File: src/rtl/tcg_pkg.sv
// Constants for the single-channel compare, gated and capture/compare timer
// Functional notes
// - Compare mode: match interrupts unless input-only selected, count keeps running
// - Compare mode: match inverts the timer output
// - All-ones count wraps to zero, keeps counting
// - Output always to events; pin when enabled
// - Compare mode counts the clock selected in control 2, ignores input
// - Gated mode counts only while input active
// - Gated deassertion interrupts and sets input flag
// - Gated reload: interrupt, count to one, toggle
// - Gated start count used on first pass only
// - Gated interrupts selectable: both, deassert, reload
// - Capture/compare holds count until first edge
// - First capture/compare edge raises no interrupt
// - Later edge captures, interrupts, flags, restarts
// - Compare reached without capture: interrupt, clear flag
// - Capture/compare interrupts selectable: both, capture, reload
package tcg_pkg;
  localparam int unsigned DW = 16;
  localparam int unsigned AW = 4;
  // Register offsets
  localparam logic [AW-1:0] ADDR_CTRL0   = 4'h0;
  localparam logic [AW-1:0] ADDR_CTRL1   = 4'h1;
  localparam logic [AW-1:0] ADDR_CTRL2   = 4'h2;
  localparam logic [AW-1:0] ADDR_COUNT   = 4'h3;
  localparam logic [AW-1:0] ADDR_RELOAD  = 4'h4;
  localparam logic [AW-1:0] ADDR_CAPTURE = 4'h5;
  // timer_control_zero fields
  localparam int unsigned C0_FLAG_BIT  = 0;
  localparam int unsigned C0_CFG_LSB   = 1;
  localparam int unsigned C0_MODE3_BIT = 3;
  // Control register 1 fields
  localparam int unsigned C1_MODE_LSB  = 0;
  localparam int unsigned C1_PRES_LSB  = 3;
  localparam int unsigned C1_POL_BIT   = 6;
  localparam int unsigned C1_EN_BIT    = 7;
  // Control register 2 fields
  localparam int unsigned C2_CLKSRC_BIT = 0;
  localparam int unsigned C2_ALTEN_BIT  = 1;
  // Reset values and count constants
  localparam logic [DW-1:0] COUNT_RST  = 16'h0000;
  localparam logic [DW-1:0] RELOAD_RST = 16'hffff;
  localparam logic [DW-1:0] COUNT_ONE  = 16'h0001;
  localparam logic [DW-1:0] COUNT_ALL1 = 16'hffff;
  // count_mode_select codes
  localparam logic [3:0] MODE_COMPARE = 4'h5;
  localparam logic [3:0] MODE_GATED   = 4'h6;
  localparam logic [3:0] MODE_CAPCMP  = 4'h7;
  // irq_source_config codes
  localparam logic [1:0] CFG_BOTH    = 2'h0;
  localparam logic [1:0] CFG_INPUT   = 2'h2;
  localparam logic [1:0] CFG_RELOAD  = 2'h3;
  localparam int unsigned SYNC_DEPTH = 3;
  typedef enum logic [1:0] {
    TCG_CC_IDLE = 2'b00,
    TCG_CC_WAIT = 2'b01,
    TCG_CC_RUN  = 2'b11
  } tcg_cc_e;
endpackage : tcg_pkg

File: src/rtl/tcg_in_sync.sv
// Pin synchroniser with agreement filter and edge pulses
`timescale 1ns/1ps
`default_nettype none
module tcg_in_sync (
  input  wire logic clk_sys,
  input  wire logic rstn,
  input  wire logic pin_in,
  output logic      lvl,
  output logic      rise,
  output logic      fall
);
  import tcg_pkg::*;

  logic [SYNC_DEPTH-1:0] sync_r;
  logic [SYNC_DEPTH-1:0] sync_nxt;
  logic                  lvl_r;
  logic                  lvl_nxt;
  logic                  rise_r;
  logic                  rise_nxt;
  logic                  fall_r;
  logic                  fall_nxt;

  // First stage feeds only the second stage
  always_comb begin
    sync_nxt = {sync_r[1], sync_r[0], pin_in};
    lvl_nxt  = (sync_r[1] == sync_r[2]) ? sync_r[2] : lvl_r;
    rise_nxt = lvl_nxt & ~lvl_r;
    fall_nxt = ~lvl_nxt & lvl_r;
  end

  always_ff @(posedge clk_sys or negedge rstn) begin
    if (!rstn) begin
      sync_r <= '0;
      lvl_r  <= 1'b0;
      rise_r <= 1'b0;
      fall_r <= 1'b0;
    end else begin
      sync_r <= sync_nxt;
      lvl_r  <= lvl_nxt;
      rise_r <= rise_nxt;
      fall_r <= fall_nxt;
    end
  end

  assign lvl  = lvl_r;
  assign rise = rise_r;
  assign fall = fall_r;
endmodule : tcg_in_sync
`default_nettype wire

File: src/rtl/tcg_timer.sv
// Timer channel: compare, gated and capture/compare modes with register port
//
// Our own choices: the strobed register port and the register addresses.
`timescale 1ns/1ps
`default_nettype none
module tcg_timer (
  input  wire logic               clk_sys,
  input  wire logic               rstn,
  input  wire logic [tcg_pkg::AW-1:0] reg_addr,
  input  wire logic [tcg_pkg::DW-1:0] reg_wdata,
  input  wire logic               reg_wr,
  input  wire logic               reg_rd,
  output logic      [tcg_pkg::DW-1:0] reg_rdata,
  input  wire logic               tmr_in0,
  input  wire logic               tmr_ext_clk,
  output logic                    tmr_evt_out,
  output logic                    tmr_pin_o,
  output logic                    tmr_pin_oe,
  output logic                    tmr_irq,
  output logic                    input_event_flag
);
  import tcg_pkg::*;

  logic [1:0]    irq_source_config_r, irq_source_config_nxt;
  logic          mode3_r, mode3_nxt;
  logic [2:0]    mode_lo_r, mode_lo_nxt;
  logic [2:0]    pres_r, pres_nxt;
  logic          input_polarity_select_r, input_polarity_select_nxt;
  logic          en_r, en_nxt;
  logic          clk_src_r, clk_src_nxt;
  logic          alt_en_r, alt_en_nxt;
  logic [DW-1:0] count_r, count_nxt;
  logic [DW-1:0] reload_r, reload_nxt;
  logic [DW-1:0] capture_r, capture_nxt;
  logic          flag_r, flag_nxt;
  logic          out_r, out_nxt;
  logic          irq_r, irq_nxt;
  logic [6:0]    pre_cnt_r, pre_cnt_nxt;
  logic [DW-1:0] rdata_r, rdata_nxt;
  tcg_cc_e       cc_state_r, cc_state_nxt;

  logic [3:0] count_mode_select;
  logic       in_lvl, in_rise, in_fall;
  logic       ext_rise;
  logic       src_tick, run_ok, ptick, match;
  logic       gate_act, gate_off, sel_edge;
  logic       ev_input, ev_reload;
  logic       is_cmp, is_gate, is_cc;
  logic       wr_count;

  // Divide ratio is two to the prescale setting
  function automatic logic [6:0] pres_limit(input logic [2:0] p);
    logic [7:0] lim;
    lim = (8'h01 << p) - 8'h01;
    return lim[6:0];
  endfunction : pres_limit

  function automatic logic wr_hit(input logic [AW-1:0] a, input logic [AW-1:0] off);
    return reg_wr && (a == off);
  endfunction : wr_hit

  tcg_in_sync u_in0_sync (
    .clk_sys (clk_sys),
    .rstn    (rstn),
    .pin_in  (tmr_in0),
    .lvl     (in_lvl),
    .rise    (in_rise),
    .fall    (in_fall)
  );

  tcg_in_sync u_extclk_sync (
    .clk_sys (clk_sys),
    .rstn    (rstn),
    .pin_in  (tmr_ext_clk),
    .lvl     (),
    .rise    (ext_rise),
    .fall    ()
  );

  // Top mode bit lives in control zero, low bits in control one
  assign count_mode_select = {mode3_r, mode_lo_r};
  assign is_cmp   = (count_mode_select == MODE_COMPARE);
  assign is_gate  = (count_mode_select == MODE_GATED);
  assign is_cc    = (count_mode_select == MODE_CAPCMP);
  assign gate_act = (in_lvl == input_polarity_select_r);
  assign gate_off = input_polarity_select_r ? in_fall : in_rise;
  assign sel_edge = input_polarity_select_r ? in_rise : in_fall;
  assign match    = (count_r == reload_r);
  // Strobe read directly so this net follows reg_wr
  assign wr_count = reg_wr && (reg_addr == ADDR_COUNT);

  // Compare mode never looks at the input pin
  always_comb begin
    src_tick = clk_src_r ? ext_rise : 1'b1;
    if (is_cmp) begin
      run_ok = 1'b1;
    end else if (is_gate) begin
      run_ok = gate_act;
    end else if (is_cc) begin
      run_ok = (cc_state_r == TCG_CC_RUN);
    end else begin
      run_ok = 1'b0;
    end
    // At or past the limit, so a smaller prescale set mid-run cannot overshoot
    ptick = en_r && run_ok && src_tick && (pre_cnt_r >= pres_limit(pres_r));
  end

  always_comb begin
    cc_state_nxt = cc_state_r;
    if (!en_r || !is_cc) begin
      cc_state_nxt = TCG_CC_IDLE;
    end else begin
      unique case (cc_state_r)
        TCG_CC_IDLE: cc_state_nxt = TCG_CC_WAIT;
        TCG_CC_WAIT: if (sel_edge) cc_state_nxt = TCG_CC_RUN;
        TCG_CC_RUN:  cc_state_nxt = TCG_CC_RUN;
        default:     cc_state_nxt = TCG_CC_IDLE;
      endcase
    end
  end

  always_comb begin
    irq_source_config_nxt     = irq_source_config_r;
    mode3_nxt                 = mode3_r;
    mode_lo_nxt               = mode_lo_r;
    pres_nxt                  = pres_r;
    input_polarity_select_nxt = input_polarity_select_r;
    en_nxt                    = en_r;
    clk_src_nxt               = clk_src_r;
    alt_en_nxt                = alt_en_r;
    reload_nxt                = reload_r;
    capture_nxt               = capture_r;
    count_nxt                 = count_r;
    flag_nxt                  = flag_r;
    out_nxt                   = out_r;
    pre_cnt_nxt               = pre_cnt_r;
    ev_input                  = 1'b0;
    ev_reload                 = 1'b0;
    if (wr_hit(reg_addr, ADDR_CTRL0)) begin
      irq_source_config_nxt = reg_wdata[C0_CFG_LSB +: 2];
      mode3_nxt             = reg_wdata[C0_MODE3_BIT];
    end
    if (wr_hit(reg_addr, ADDR_CTRL1)) begin
      mode_lo_nxt               = reg_wdata[C1_MODE_LSB +: 3];
      pres_nxt                  = reg_wdata[C1_PRES_LSB +: 3];
      input_polarity_select_nxt = reg_wdata[C1_POL_BIT];
      en_nxt                    = reg_wdata[C1_EN_BIT];
    end
    if (wr_hit(reg_addr, ADDR_CTRL2)) begin
      clk_src_nxt = reg_wdata[C2_CLKSRC_BIT];
      alt_en_nxt  = reg_wdata[C2_ALTEN_BIT];
    end
    if (wr_hit(reg_addr, ADDR_RELOAD)) begin
      reload_nxt = reg_wdata;
    end
    if (wr_hit(reg_addr, ADDR_CAPTURE)) begin
      capture_nxt = reg_wdata;
    end
    // Prescaler restarts while the timer is disabled and holds while counting pauses
    if (!en_r) begin
      pre_cnt_nxt = 7'h00;
      out_nxt     = input_polarity_select_r;
    end else if (run_ok && src_tick) begin
      pre_cnt_nxt = ptick ? 7'h00 : pre_cnt_r + 7'h01;
    end
    if (en_r) begin
      if (is_cmp && ptick) begin
        count_nxt = count_r + COUNT_ONE;
        if (match) begin
          out_nxt   = ~out_r;
          ev_reload = 1'b1;
        end
      end else if (is_gate) begin
        if (gate_off) begin
          ev_input = 1'b1;
          flag_nxt = 1'b1;
        end else if (ptick && match) begin
          count_nxt = COUNT_ONE;
          out_nxt   = ~out_r;
          ev_reload = 1'b1;
          flag_nxt  = 1'b0;
        end else if (ptick) begin
          count_nxt = count_r + COUNT_ONE;
        end
      end else if (is_cc && cc_state_r == TCG_CC_RUN) begin
        // Capture beats a coincident compare match
        if (sel_edge) begin
          capture_nxt = count_r;
          count_nxt   = COUNT_ONE;
          ev_input    = 1'b1;
          flag_nxt    = 1'b1;
          pre_cnt_nxt = 7'h00;
        end else if (ptick && match) begin
          count_nxt = COUNT_ONE;
          ev_reload = 1'b1;
          flag_nxt  = 1'b0;
        end else if (ptick) begin
          count_nxt = count_r + COUNT_ONE;
        end
      end
    end
    // Software load of the count overrides a same-cycle tick
    if (wr_count) begin
      count_nxt = reg_wdata;
    end
    // Reload-type events from compare mode obey the same selection
    irq_nxt = (ev_input && irq_source_config_r != CFG_RELOAD) ||
              (ev_reload && irq_source_config_r != CFG_INPUT);
  end

  always_comb begin
    rdata_nxt = '0;
    if (reg_rd) begin
      unique case (reg_addr)
        ADDR_CTRL0:   rdata_nxt = {12'h000, mode3_r, irq_source_config_r, flag_r};
        ADDR_CTRL1:   rdata_nxt = {8'h00, en_r, input_polarity_select_r, pres_r, mode_lo_r};
        ADDR_CTRL2:   rdata_nxt = {14'h0000, alt_en_r, clk_src_r};
        ADDR_COUNT:   rdata_nxt = count_r;
        ADDR_RELOAD:  rdata_nxt = reload_r;
        ADDR_CAPTURE: rdata_nxt = capture_r;
        default:      rdata_nxt = '0;
      endcase
    end
  end

  always_ff @(posedge clk_sys or negedge rstn) begin
    if (!rstn) begin
      irq_source_config_r     <= CFG_BOTH;
      mode3_r                 <= 1'b0;
      mode_lo_r               <= 3'h0;
      pres_r                  <= 3'h0;
      input_polarity_select_r <= 1'b0;
      en_r                    <= 1'b0;
      clk_src_r               <= 1'b0;
      alt_en_r                <= 1'b0;
      count_r                 <= COUNT_RST;
      reload_r                <= RELOAD_RST;
      capture_r               <= COUNT_RST;
      flag_r                  <= 1'b0;
      out_r                   <= 1'b0;
      irq_r                   <= 1'b0;
      pre_cnt_r               <= 7'h00;
      rdata_r                 <= '0;
      cc_state_r              <= TCG_CC_IDLE;
    end else begin
      irq_source_config_r     <= irq_source_config_nxt;
      mode3_r                 <= mode3_nxt;
      mode_lo_r               <= mode_lo_nxt;
      pres_r                  <= pres_nxt;
      input_polarity_select_r <= input_polarity_select_nxt;
      en_r                    <= en_nxt;
      clk_src_r               <= clk_src_nxt;
      alt_en_r                <= alt_en_nxt;
      count_r                 <= count_nxt;
      reload_r                <= reload_nxt;
      capture_r               <= capture_nxt;
      flag_r                  <= flag_nxt;
      out_r                   <= out_nxt;
      irq_r                   <= irq_nxt;
      pre_cnt_r               <= pre_cnt_nxt;
      rdata_r                 <= rdata_nxt;
      cc_state_r              <= cc_state_nxt;
    end
  end

  assign reg_rdata        = rdata_r;
  assign tmr_evt_out      = out_r;
  assign tmr_pin_o        = out_r;
  assign tmr_pin_oe       = alt_en_r;
  assign tmr_irq          = irq_r;
  assign input_event_flag = flag_r;
endmodule : tcg_timer
`default_nettype wire

File: config.mk
export PLATFORM = sky130hd
export DESIGN_NAME = tcg_timer
export DESIGN_NICKNAME = d
export VERILOG_FILES = /design/src/rtl/tcg_pkg.sv /design/src/rtl/tcg_in_sync.sv /design/src/rtl/tcg_timer.sv
export SDC_FILE = /design/constraint.sdc
export NUM_CORES = 1
export LEC_CHECK = 0
export BUFFER_PORTS_ARGS = -buffer_cell sky130_fd_sc_hd__buf_2
export CAP_MARGIN = 20
export CORE_UTILIZATION = 64
export CTS_CLUSTER_SIZE = 25
export DETAILED_ROUTE_END_ITERATION = 16
export PLACE_DENSITY = 0.85
export REMOVE_ABC_BUFFERS = 1
export SYNTH_ARGS = -nofsm -noshare
export SYNTH_HDL_FRONTEND = slang
export SYNTH_HIERARCHICAL = 1
export SYNTH_SLANG_ARGS = --single-unit
File: constraint.sdc
create_clock -name clk_sys -period 5 [get_ports clk_sys]
set_input_delay 0.25 -clock clk_sys [delete_from_list [all_inputs] [get_ports clk_sys]]
set_output_delay 0.25 -clock clk_sys [all_outputs]
set_load 0.01 [all_outputs]
Word-level counts from Yosys, hierarchy flattened

Index checks and enable logic that the tools add are counted.

Memories: 0
ROM bits: 0
Memory bits (writable): 0
Flip-flop bits (word level): 100
Latch bits: 0
Input port bits: 26
Logic and storage cells: 143
Output and inout bits: 21

Multipliers: 0
Shifts and indexed selects: 1
Reduce and logical (&&, ||, !) cells: 26
Add/subtract/negate cells: 3
Divide/modulo/power cells: 0
Eq/ne operators: 18
Magnitude comparators: 1
Bitwise operators: 8
Multiplexer cells: 62

Operators by type and width:

| operator                                          | count |
|---|---|
| 2-to-1 mux 16 bit                                 | 16 |
| case mux 16 bit (6 select lines)                  | 1 |
| 2-to-1 mux 7 bit                                  | 8 |
| 2-to-1 mux 1 bit                                  | 34 |
| == test 4 x 3 -> 1 bit (second input constant)    | 5 |
| adder 16 x 1 -> 16 bit (second input constant)    | 1 |
| == test 16 bit                                    | 1 |
| logical AND 1 bit                                 | 15 |
| == test 4 x 2 -> 1 bit (second input constant)    | 2 |
| adder 7 x 1 -> 7 bit (second input constant)      | 1 |
| greater-or-equal comparator 7 bit                 | 1 |
| left shift 1 x 3 -> 7 bit (first input constant)  | 1 |
| subtractor 7 x 1 -> 7 bit (second input constant) | 1 |
| case mux 2 bit (3 select lines)                   | 1 |
| AND reduction 3 bit                               | 2 |
| NOT 1 bit                                         | 5 |
| == test 4 x 1 -> 1 bit (second input constant)    | 1 |
| logical NOT 4 bit                                 | 1 |
| 2-to-1 mux 2 bit                                  | 2 |
| != test 2 bit (second input constant)             | 2 |
| != test 4 x 2 -> 1 bit (second input constant)    | 1 |
| nonzero test 2 bit                                | 2 |
| nonzero test 4 bit                                | 1 |
| AND 1 bit                                         | 3 |
| 7 further kinds                                   | 11 |

Longest topological paths before layout

Gate-level depths: netlist (run 1).

Depth after elaboration: 16
Gate-level depth with buffers: 16
Depth with buffers taken out: 14

Modules after synthesis

The synthesis (run 1) kept the hierarchy.

By module, submodules not included:

| module      | sequential area each (um2) | area an instance (um2) | instances | cells an instance |
|---|---|---|---|---|
| tcg_timer   | 2247.2                     | 4820.9                 | 1         | 463 |
| tcg_in_sync | 150.1                      | 178.9                  | 2         | 9 |

Least setup slack after synthesis (run 1)

OpenSTA, ideal clock, no wires.

Path type: register to register
Start: reg pres_r[0]
End: reg count_r[15]
Path buffers: 3
Stages on the path, launching flop included: 17
Data arrival time: 3.294 ns
Path slack: 1.574 ns
Setup time: 0.131 ns
Cells stage by stage: dfrtp_1 -> clkbuf_1 -> or3_1 -> ha_1 -> clkbuf_1 -> nor3_1 -> a21oi_1 -> o21a_1 -> ha_1 -> and3_1 -> a221o_1 -> a31oi_2 -> or3_1 -> buf_2 -> a21oi_4 -> a311oi_1 -> or3_1

Cells in the longest elaborated chain, start to end: 12

Ends and longest elaborated chain:

| element                                                       | RTL line                           | text |
|---|---|---|
| start: declaration                                            | tcg_timer.sv:27                    | `logic [2:0] pres_r, pres_nxt;` |
| start signal: assignment                                      | tcg_timer.sv:249                   | `pres_r <= pres_nxt;` |
| left shift 1 x 3 -> 7 bit *                                   | tcg_timer.sv:54                    | `lim = (8'h01 << p) - 8'h01;` |
| subtractor 7 x 1 -> 7 bit *                                   | tcg_timer.sv:54                    |  |
| greater-or-equal comparator 7 bit *                           | tcg_timer.sv:105                   | `ptick = en_r && run_ok && src_tick && (pre_cnt_r >= pres_limit(pres_r));` |
| logical AND 1 bit *                                           | tcg_timer.sv:105                   |  |
| 2-to-1 mux 16 bit / logical AND 1 bit (equally long branches) | --                                 |  |
| 2-to-1 mux 16 bit                                             | tcg_timer.sv:177, tcg_timer.sv:193 |  |
| 2-to-1 mux 16 bit                                             | tcg_timer.sv:187                   | `if (sel_edge) begin` |
| 2-to-1 mux 16 bit                                             | tcg_timer.sv:185                   | `end else if (is_cc && cc_state_r == TCG_CC_RUN) begin` |
| 2-to-1 mux 16 bit                                             | tcg_timer.sv:173                   | `end else if (is_gate) begin` |
| 2-to-1 mux 16 bit                                             | tcg_timer.sv:167                   | `if (is_cmp && ptick) begin` |
| 2-to-1 mux 16 bit                                             | tcg_timer.sv:166                   | `if (en_r) begin` |
| 2-to-1 mux 16 bit                                             | tcg_timer.sv:203                   | `if (wr_count) begin` |
| end signal: assignment                                        | tcg_timer.sv:254                   | `count_r <= count_nxt;` |
| end: declaration                                              | tcg_timer.sv:32                    | `logic [DW-1:0] count_r, count_nxt;` |

Every way passes the cells marked *; elsewhere a longest branch is shown, timed or not. The select of a mux whose other input is x is not followed.
A chain may end at the register's enable or synchronous reset.

Worst setup path in the final report (run 1)

Start: reg pres_r[1]
End: reg count_r[13]

The elaborated chain is that of the path after synthesis.

==> impl_metrics.ini, run 1 <==
[clock_network]
path_clk_slew_ns = 0.10
insertion_delay_ns = 0.37
cts_tree = built
cts.htree.levels = 3
clock-sinks = 100
root_buffer = clkbuf_8
ctsResizeCount = 0
clockBufferDepth = 2
cts_buffers = 9

[global_routing]
grt_max_degree = 58
grt_pass1_vias = 4060
grt-ovfl-total = 0
antenna_found_initial = 0
grt_first_pass_wirelength_um = 20000
grt_usage_pct = 31.1

[layout]
instances_no_fill = 625
fin_nets = 554
fin_area_um2 = 5690
syn2layout_area_growth_pct = 10.5
drive_gt1_share_pct = 25.2
antenna_cells = 0
fillers = 539

[die]
start_util_pct = 66.3
top_level_ports = 47
core_um2 = 7770
dieHeight_um = 91.7
die_area_um2 = 8400
num_rows = 32
fp.dieW_um = 91.7

[sta]
setup_viol = 0
final.setup.tns_ns = 0
grt_setup_unrepaired = false
tightest_slew_ns = 1.08
fin_crit_sh_pct = 74.8
hold_viol = 0
period_needed_ns = 3.74
fin_skew_ns = 0.0126
slew_headroom_pct = 27.6
hold_slack_ns = 0.119
timing.fmax_mhz = 267
maxSlewViolCount = 0

[routing]
wire_per_inst_um = 19.5
first_pass_iters = 5
ant_nets = 0
via_per_inst = 6.42
dr_total_vias = 4014
drt-total-wl_um = 12200
drtIter0Drc = 366
drc = 0

[placement]
place_congestion = 0.871
dp_hpwl_um = 8330
dp_cells = 605
portBuffers = 46
dpl-instance-area_um2 = 5420

[outcome]
status = completed

[pwr]
peakVddDrop_mv = 0.216
leakagePower_uw = 0.00254
power_per_cell_area_nw_per_um2 = 368

[critical_path]
reg2reg_slack_ns = 1.26
startpoint_type = flop
cp_max_fo = 9
critical_path.cell_chain = or3_1 > ha_1 > xor2_1 > nor2_1 > a21oi_1 > ha_1 > and3_1 > a221o_1 > a31oi_2 > or3_1 > a21oi_4 > nor2_1 > a22o_1
slowest_stage = dfrtp_1
worstPathArrival_ns = 4.04
worstSetupPathType = reg2reg
cp-end-kind = flop
crit_required_ns = 5.30
cp_top_family = simple AND/OR/NAND/NOR gates
worst-path-buf-inv = 0
slowest_delay_ns = 0.47
reg2reg_from = pres_r[1]
crit_path_start = pres_r[1]

[job]
maxCapViolCount = 0

[yosys]
ys_warn_count = 6
avgSynthCellArea_um2 = 10.7
synth_area_um2 = 5150
synthCells = 479

[hold_path]
hp-class = in2reg
min_from = reg_wdata[12]
worst paths after layout:
| path | to | cells after the start |
|---|---|---|
| min in group asynchronous | capture_r[15] | 2 |
| min reg2reg | u_in0_sync/sync_r[1] | 0 |
| min | count_r[12] | 3 |
| max | count_r[13] | 13 |
| max reg2reg | count_r[13] | 13 |
| max in group asynchronous | u_extclk_sync/sync_r[2] | 3 |
report_power, final:
part           internal (uW)  switching [uW]  leakage, uW
combinational            210             212      0.00121
clock                    254             297     0.000106
sequential               956             162      0.00122
timing repair:
action                    4_1_cts  5_1_grt
buffers inserted                0        0
hold buffers                    3        0
hold endpoints to repair       40        0
sequential cells by signal (all words and copies together), names as in the netlist, 2 cells and up:
signal / cells
u_in0_sync/sync_r: 3
count_r: 16
pre_cnt_r: 7
capture_r: 16
irq_source_config_r: 2
reload_r: 16
reg_rdata: 16
u_extclk_sync/sync_r: 3
cc_state_r: 2
pres_r: 3
mode_lo_r: 3
layout by cell type, fill, tap and decap left out, types with 7 or more instances in the layout:
master and count:
nand4_1 7, ha_1 10, o21ai_0 10, a21oi_1 31, nor2_1 46, nand3_1 9, buf_2 45, nand2_1 44
mux2i_1 18, dfstp_2 16, a22oi_1 10, xnor2_1 11, mux2_2 31, xor2_1 25, clkbuf_8 10, dfrtp_1 84
a222oi_1 12, nor4_1 7
stage by stage:
stage | power (uW) | worst slack (ns) | utilization, %
finish | 2090 | 1.26 | 73.2
global route | 2190 | 1.04 | 73.2
CTS | 2090 | 1.30 | 72.9
detailed placement | 1550 | 1.35 | 69.7
global placement | 1520 | 1.45 | 69.7
floorplan | 1390 | 1.65 | -
tightest hold or removal path, cell delays in order:
cell     delay, ns
buf_2         0.10
nand2_1       0.05
o31ai_1       0.06
layer usage:
metal | up-vias | track usage (%) | wire length [um]
met4 | 0 | 13.0 | 269
met1 | 1996 | 41.0 | 5120
met5 | - | 0 | 0
met3 | 24 | 5.39 | 846
met2 | 177 | 50.9 | 5960
li1 | 1817 | - | -
area by class of cell:
cell class / count / area [um^2] / area share (%)
tap: 102 / 128 / 2.24
clock inverter: 6 / 75.1 / 1.32
timing repair buffer: 55 / 328 / 5.76
sequential: 100 / 2520 / 44.4
multi-input combinational: 347 / 2480 / 43.6
clock buffer: 10 / 138 / 2.42
inverter: 5 / 18.8 / 0.330
No activity file was read; power rests on OpenSTA's default activity.
==> run 2: changes to the inputs <==
CORE_UTILIZATION = 54   (was 64)
PLACE_DENSITY = 0.76   (was 0.85)
clock period = 3.2 ns   (was 5 ns; I/O delays follow)
==> run 2 against run 1 <==
The flow now finishes with violations (negative setup slack). Hold slack worse by 0.089 ns. Sequential share of layout area is 3.6 points lower. Clock skew hardly changed. Die area up 18%. Count of clock-buffer cells in the layout grew 1. Wire length grew 3.8%. Sequential power rose by 54%. Combinational power is 97% higher. Non-clock buffer count rose by 28. Sequential cell count did not move. Clock power increased by 75%.
==> impl_metrics.ini, run 2 (synthesis results as in run 1) <==
[outcome]
status = complete, but fails checks
violations = negative setup slack

[placement]
dp_hpwl_um = 8490
portBuffers = 46
dpl-instance-area_um2 = 5590
pre_cts_ws_ns = -0.324
place_congestion = 0.909

[die]
start_util_pct = 55.7
die_area_um2 = 9920
dieHeight_um = 99.6
fp.dieW_um = 99.6
num_rows = 35
core_um2 = 9240
top_level_ports = 47

[sta]
period_needed_ns = 3.32
timing.fmax_mhz = 301
fin_skew_ns = 0.0125
grt_setup_unrepaired = true
tightest_slew_ns = 0.953
maxSlewViolCount = 0
worst_slack_ns = -0.119
slew_headroom_pct = 36.3
hold_slack_ns = 0.0304
setup_viol = 9
hold_viol = 0
fin_crit_sh_pct = 104

[routing]
top_layer_used = met4
ant_nets = 0
dr_total_vias = 4110
drc = 0
wire_per_inst_um = 18.6
wl_met1_um = 5390
first_pass_iters = 6
via_per_inst = 6.04
wl_met3_um = 820
wl_met2_um = 6160
drtIter0Drc = 246
drt-total-wl_um = 12700

[hold_path]
hp-class = in2reg

[critical_path]
crit_top_cell = a21oi_2
crit_required_ns = 3.51
critical_path.cell_chain = or3_4 > ha_4 > nor3_4 > a21oi_2 > o21a_1 > ha_1 > and3_4 > a221o_1 > a31oi_4 > buf_12 > buf_6 > or2_4 > or4_4 > a21oi_2 > o22a_1
cp_top_family = simple AND/OR/NAND/NOR gates
cp_max_fo = 6
startpoint_type = flop
worst-path-buf-inv = 2
slowest_delay_ns = 0.48
reg2reg_slack_ns = -0.12
cp-end-kind = flop
slowest_stage = or4_4
worstPathArrival_ns = 3.63
worstSetupPathType = reg2reg

[global_routing]
antenna_found_initial = 0
grt_pass1_vias = 4036
grt_first_pass_wirelength_um = 20500
grt_usage_pct = 26.9
grt-ovfl-total = 0
grt_max_degree = 92

[layout]
mostFrequentLayoutCell = dfrtp_1
syn2layout_area_growth_pct = 20.2
fin_area_um2 = 6190
drive_gt1_share_pct = 33.4
antenna_cells = 0
fin_nets = 582
layout_common_cells = dfrtp_1 (84), buf_2 (45), nand2_1 (43)

[pwr]
leakagePower_uw = 0.00279
power_per_cell_area_nw_per_um2 = 571
p_total_uw = 3530
peakVddDrop_mv = 0.333

[clock_network]
path_clk_slew_ns = 0.09
clockBufferDepth = 2
insertion_delay_ns = 0.37
cts_buffers = 9
root_buffer = clkbuf_8
cts_tree = built
clock-sinks = 100
cts.htree.levels = 3

[job]
maxCapViolCount = 0
[run 2: cell count changes in the layout (fill, tap and decap cells not counted), moves of 3 or more]
cell     before  now
buf_4         6   27
buf_6         0    6
nor2_1       46   41
nor2_4        0    5
o21ai_0      10    5
o31ai_1       6    2
inv_6         3    0
o21ai_1       0    3
o31ai_2       1    4
[run 2: worst paths after layout]
check / from / end / depth (start not counted)
worst max register to register: pres_r[2] / count_r[14] / 15
worst min-delay path: reg_wdata[7] / count_r[7] / 3
worst min register to register: u_in0_sync/sync_r[0] / u_in0_sync/sync_r[1] / 0
max in group asynchronous: rstn / reload_r[2] / 3
worst max-delay path: pres_r[2] / count_r[14] / 15
min in group asynchronous: rstn / reg_rdata[9] / 2
[run 2: repair_timing]
| item | in CTS | in global routing |
|---|---|---|
| pin swaps | 19 | 28 |
| hold endpoints to repair | 2 | 36 |
| endpoints found under the setup margin | 26 | 26 |
| setup buffers | 2 | 8 |
| gates cloned | 0 | 0 |
| hold buffers | 2 | 1 |
| resized for setup | 27 | 23 |
[run 2: cell type report]
cell class              count  area (um^2)
well taps                 129          161
fillers                   689         3050
clock buffers              11          131
repair buffers             83          573
inverters                   5         18.8
flip-flops and latches    100         2520
clock inverters             5          110
multi-input cells         347         2670
[run 2: stage by stage]
stage                     TNS (ns)  cells  utilization (%)
after floorplan             -0.788    452                -
after global placement       -3.14    651             60.5
after detailed placement     -5.98    651             60.5
after CTS                   -0.659    670             64.7
after global routing         -3.00    680             67.0
final                       -0.383    680             67.0
[run 2: power breakdown]
group          switching, uW  total (uW)  internal, uW
sequential               240        1730          1490
clock                    438         966           527
combinational            401         831           430
[run 2: metal layers]
metal | up-vias | global-route usage [%]
met5 | - | 0
met4 | 0 | 10.9
met3 | 30 | 5.27
met2 | 170 | 43.7
met1 | 2037 | 35.5
li1 | 1873 | -
[run 2: worst reg2reg max path: stages (launching register included)]
cell and delay, ns:
dfrtp_1 0.39, or3_4 0.40, ha_4 0.20, nor3_4 0.12, a21oi_2 0.05, o21a_1 0.17
ha_1 0.27, and3_4 0.17, a221o_1 0.18, a31oi_4 0.05, buf_12 0.15, buf_6 0.12
or2_4 0.25, or4_4 0.48, a21oi_2 0.15, o22a_1 0.12
==> run 3: changes to the inputs <==
ABC_AREA = 1   (was default)
CORE_UTILIZATION = 55   (was 54)
PLACE_DENSITY = 0.77   (was 0.76)
SKIP_CTS_REPAIR_TIMING = 1   (was default)
==> run 3 against run 2 <==
The flow now finishes without violations. Clock power fell by 2.4%. Final area rose by 4.7%. Global-route usage rose by 1.7 points. Clock skew fell by 0.00092 ns. Via count rose by 30%. Combinational power rose by 37%. Wire length rose by 18%. Count of clock-buffer cells in the layout fell by 2. Largest cell class unchanged. Largest power group unchanged.
==> impl_metrics.ini, run 3 <==
[clock_network]
root_buffer = clkbuf_8
clockBufferDepth = 2
cts_buffers = 9
cts_tree = built
insertion_delay_ns = 0.38
cts.htree.levels = 3
path_clk_slew_ns = 0.11
clock-sinks = 100

[global_routing]
grt_first_pass_wirelength_um = 24700
grt_pass1_vias = 5048
grt_max_degree = 44
grt_usage_pct = 28.6
grt-ovfl-total = 0
antenna_found_initial = 0

[layout]
fillers = 896
fin_nets = 870
antenna_cells = 0
drive_gt1_share_pct = 14.8
mostFrequentLayoutCell = nand2_1
syn2layout_area_growth_pct = 10.7
layout_common_cells = nand2_1 (250), inv_1 (97), dfrtp_1 (84)

[critical_path]
crit_required_ns = 3.47
cp_max_fo = 8
worstPathArrival_ns = 3.22
cp-end-kind = flop
startpoint_type = flop
reg2reg_from = pres_r[2]
r2r_end = count_r[0]
ff2ff_path_depth = 20
reg2reg_slack_ns = 0.25
worstSetupPathType = reg2reg

[routing]
first_pass_iters = 7
drt-total-wl_um = 14900
drtIter0Drc = 452
ant_nets = 0
drc = 0
via_per_inst = 5.49
dr_total_vias = 5353
wire_per_inst_um = 15.3

[job]
maxCapViolCount = 0

[pwr]
power_frac_comb_pct = 29.0
leakagePower_uw = 0.00337
clockPowerShare_pct = 23.9
power_per_cell_area_nw_per_um2 = 608
peakVddDrop_mv = 0.301
internal_power_uw = 2440
power_switching_uw = 1500
seqPwrFrac_pct = 47.1
p_total_uw = 3940
swShare_pct = 38.1

[placement]
portBuffers = 46
pre_cts_ws_ns = 0.0770
dp_hpwl_um = 10600
place_congestion = 0.941

[sta]
fin_skew_ns = 0.0116
tightest_slew_ns = 0.574
setup_viol = 0
fin_crit_sh_pct = 92.3
period_needed_ns = 2.95
hold_viol = 0
final.setup.tns_ns = 0
worst_slack_ns = 0.246
grt_setup_unrepaired = false
timing.fmax_mhz = 339
maxSlewViolCount = 0
slew_headroom_pct = 61.6

[yosys]
synth_area_um2 = 5850
avgSynthCellArea_um2 = 7.40
ys_warn_count = 6
synthCells = 790

[die]
top_level_ports = 47
start_util_pct = 56.7
core_um2 = 10300
num_rows = 37
die_area_um2 = 11100
dieHeight_um = 105
fp.dieW_um = 105

[outcome]
status = completed

[hold_path]
min_from = reg_wdata[9]
hp-class = in2reg
hold_path_end = reload_r[9]
holdPathStages = 3
[run 3: how the worst max path moves through the flow]
stage,end,from
detailed placement,count_r[0],pres_r[2]
global route,count_r[12],pres_r[2]
finish,count_r[0],pres_r[2]
floorplan,pre_cnt_r[5],pres_r[2]
global placement,count_r[11],pres_r[2]
CTS,count_r[0],pres_r[2]
[run 3: per-stage QoR]
step / utilization (%) / cell area [um^2] / cells / hold slack [ns]
finish: 62.7 / 6480 / 975 / 0.0233
global route: 62.7 / 6480 / 975 / 0.0373
CTS: 62.2 / 6430 / 971 / -0.230
detailed placement: 60.0 / 6200 / 955 / 0.189
global placement: 60.0 / 6200 / 955 / 0.184
floorplan: - / 5690 / 759 / -0.136
[run 3: power groups by stage]
stage / clock (uW) / combinational (uW) / sequential (uW)
floorplan: 0 / 833 / 1790
global placement: 0 / 1090 / 1850
detailed placement: 0 / 1120 / 1870
CTS: 966 / 1130 / 1840
global route: 1010 / 1310 / 1890
finish: 943 / 1140 / 1860
[run 3: area by class of cell]
class / instances / area (um^2) / area share [%]
clock buffer: 9 / 124 / 1.91
tap: 136 / 170 / 2.63
inverter: 114 / 428 / 6.61
timing repair buffer: 64 / 375 / 5.79
clock inverter: 7 / 106 / 1.64
sequential: 100 / 2520 / 38.9
multi-input combinational: 545 / 2750 / 42.5
[run 3: per-layer routing]
metal  GRT usage [%]  vias to the layer above  share of wire (%)
met2            44.8                      213                 46
met3            4.43                       33                7.8
met5               0                        -                  0
met1            39.5                     2503                 44
li1                -                     2604                  -
met4            12.3                        0                2.4
[run 3: worst max-delay path, stage by stage, from the launching register on]
cell and delay, ns:
dfrtp_1 0.46, inv_2 0.14, nand3_1 0.10, ha_1 0.25, o21ai_0 0.13, o21ai_0 0.14
o211ai_1 0.11, ha_1 0.27, nand2_1 0.08, inv_1 0.04, a21oi_1 0.13, nand2_1 0.06
nand2_1 0.17, nor2_8 0.08, nand2_1 0.11, nand2_1 0.06, nand2_1 0.12, buf_4 0.19
nand3_1 0.08, nand3_1 0.08, nand2_1 0.06
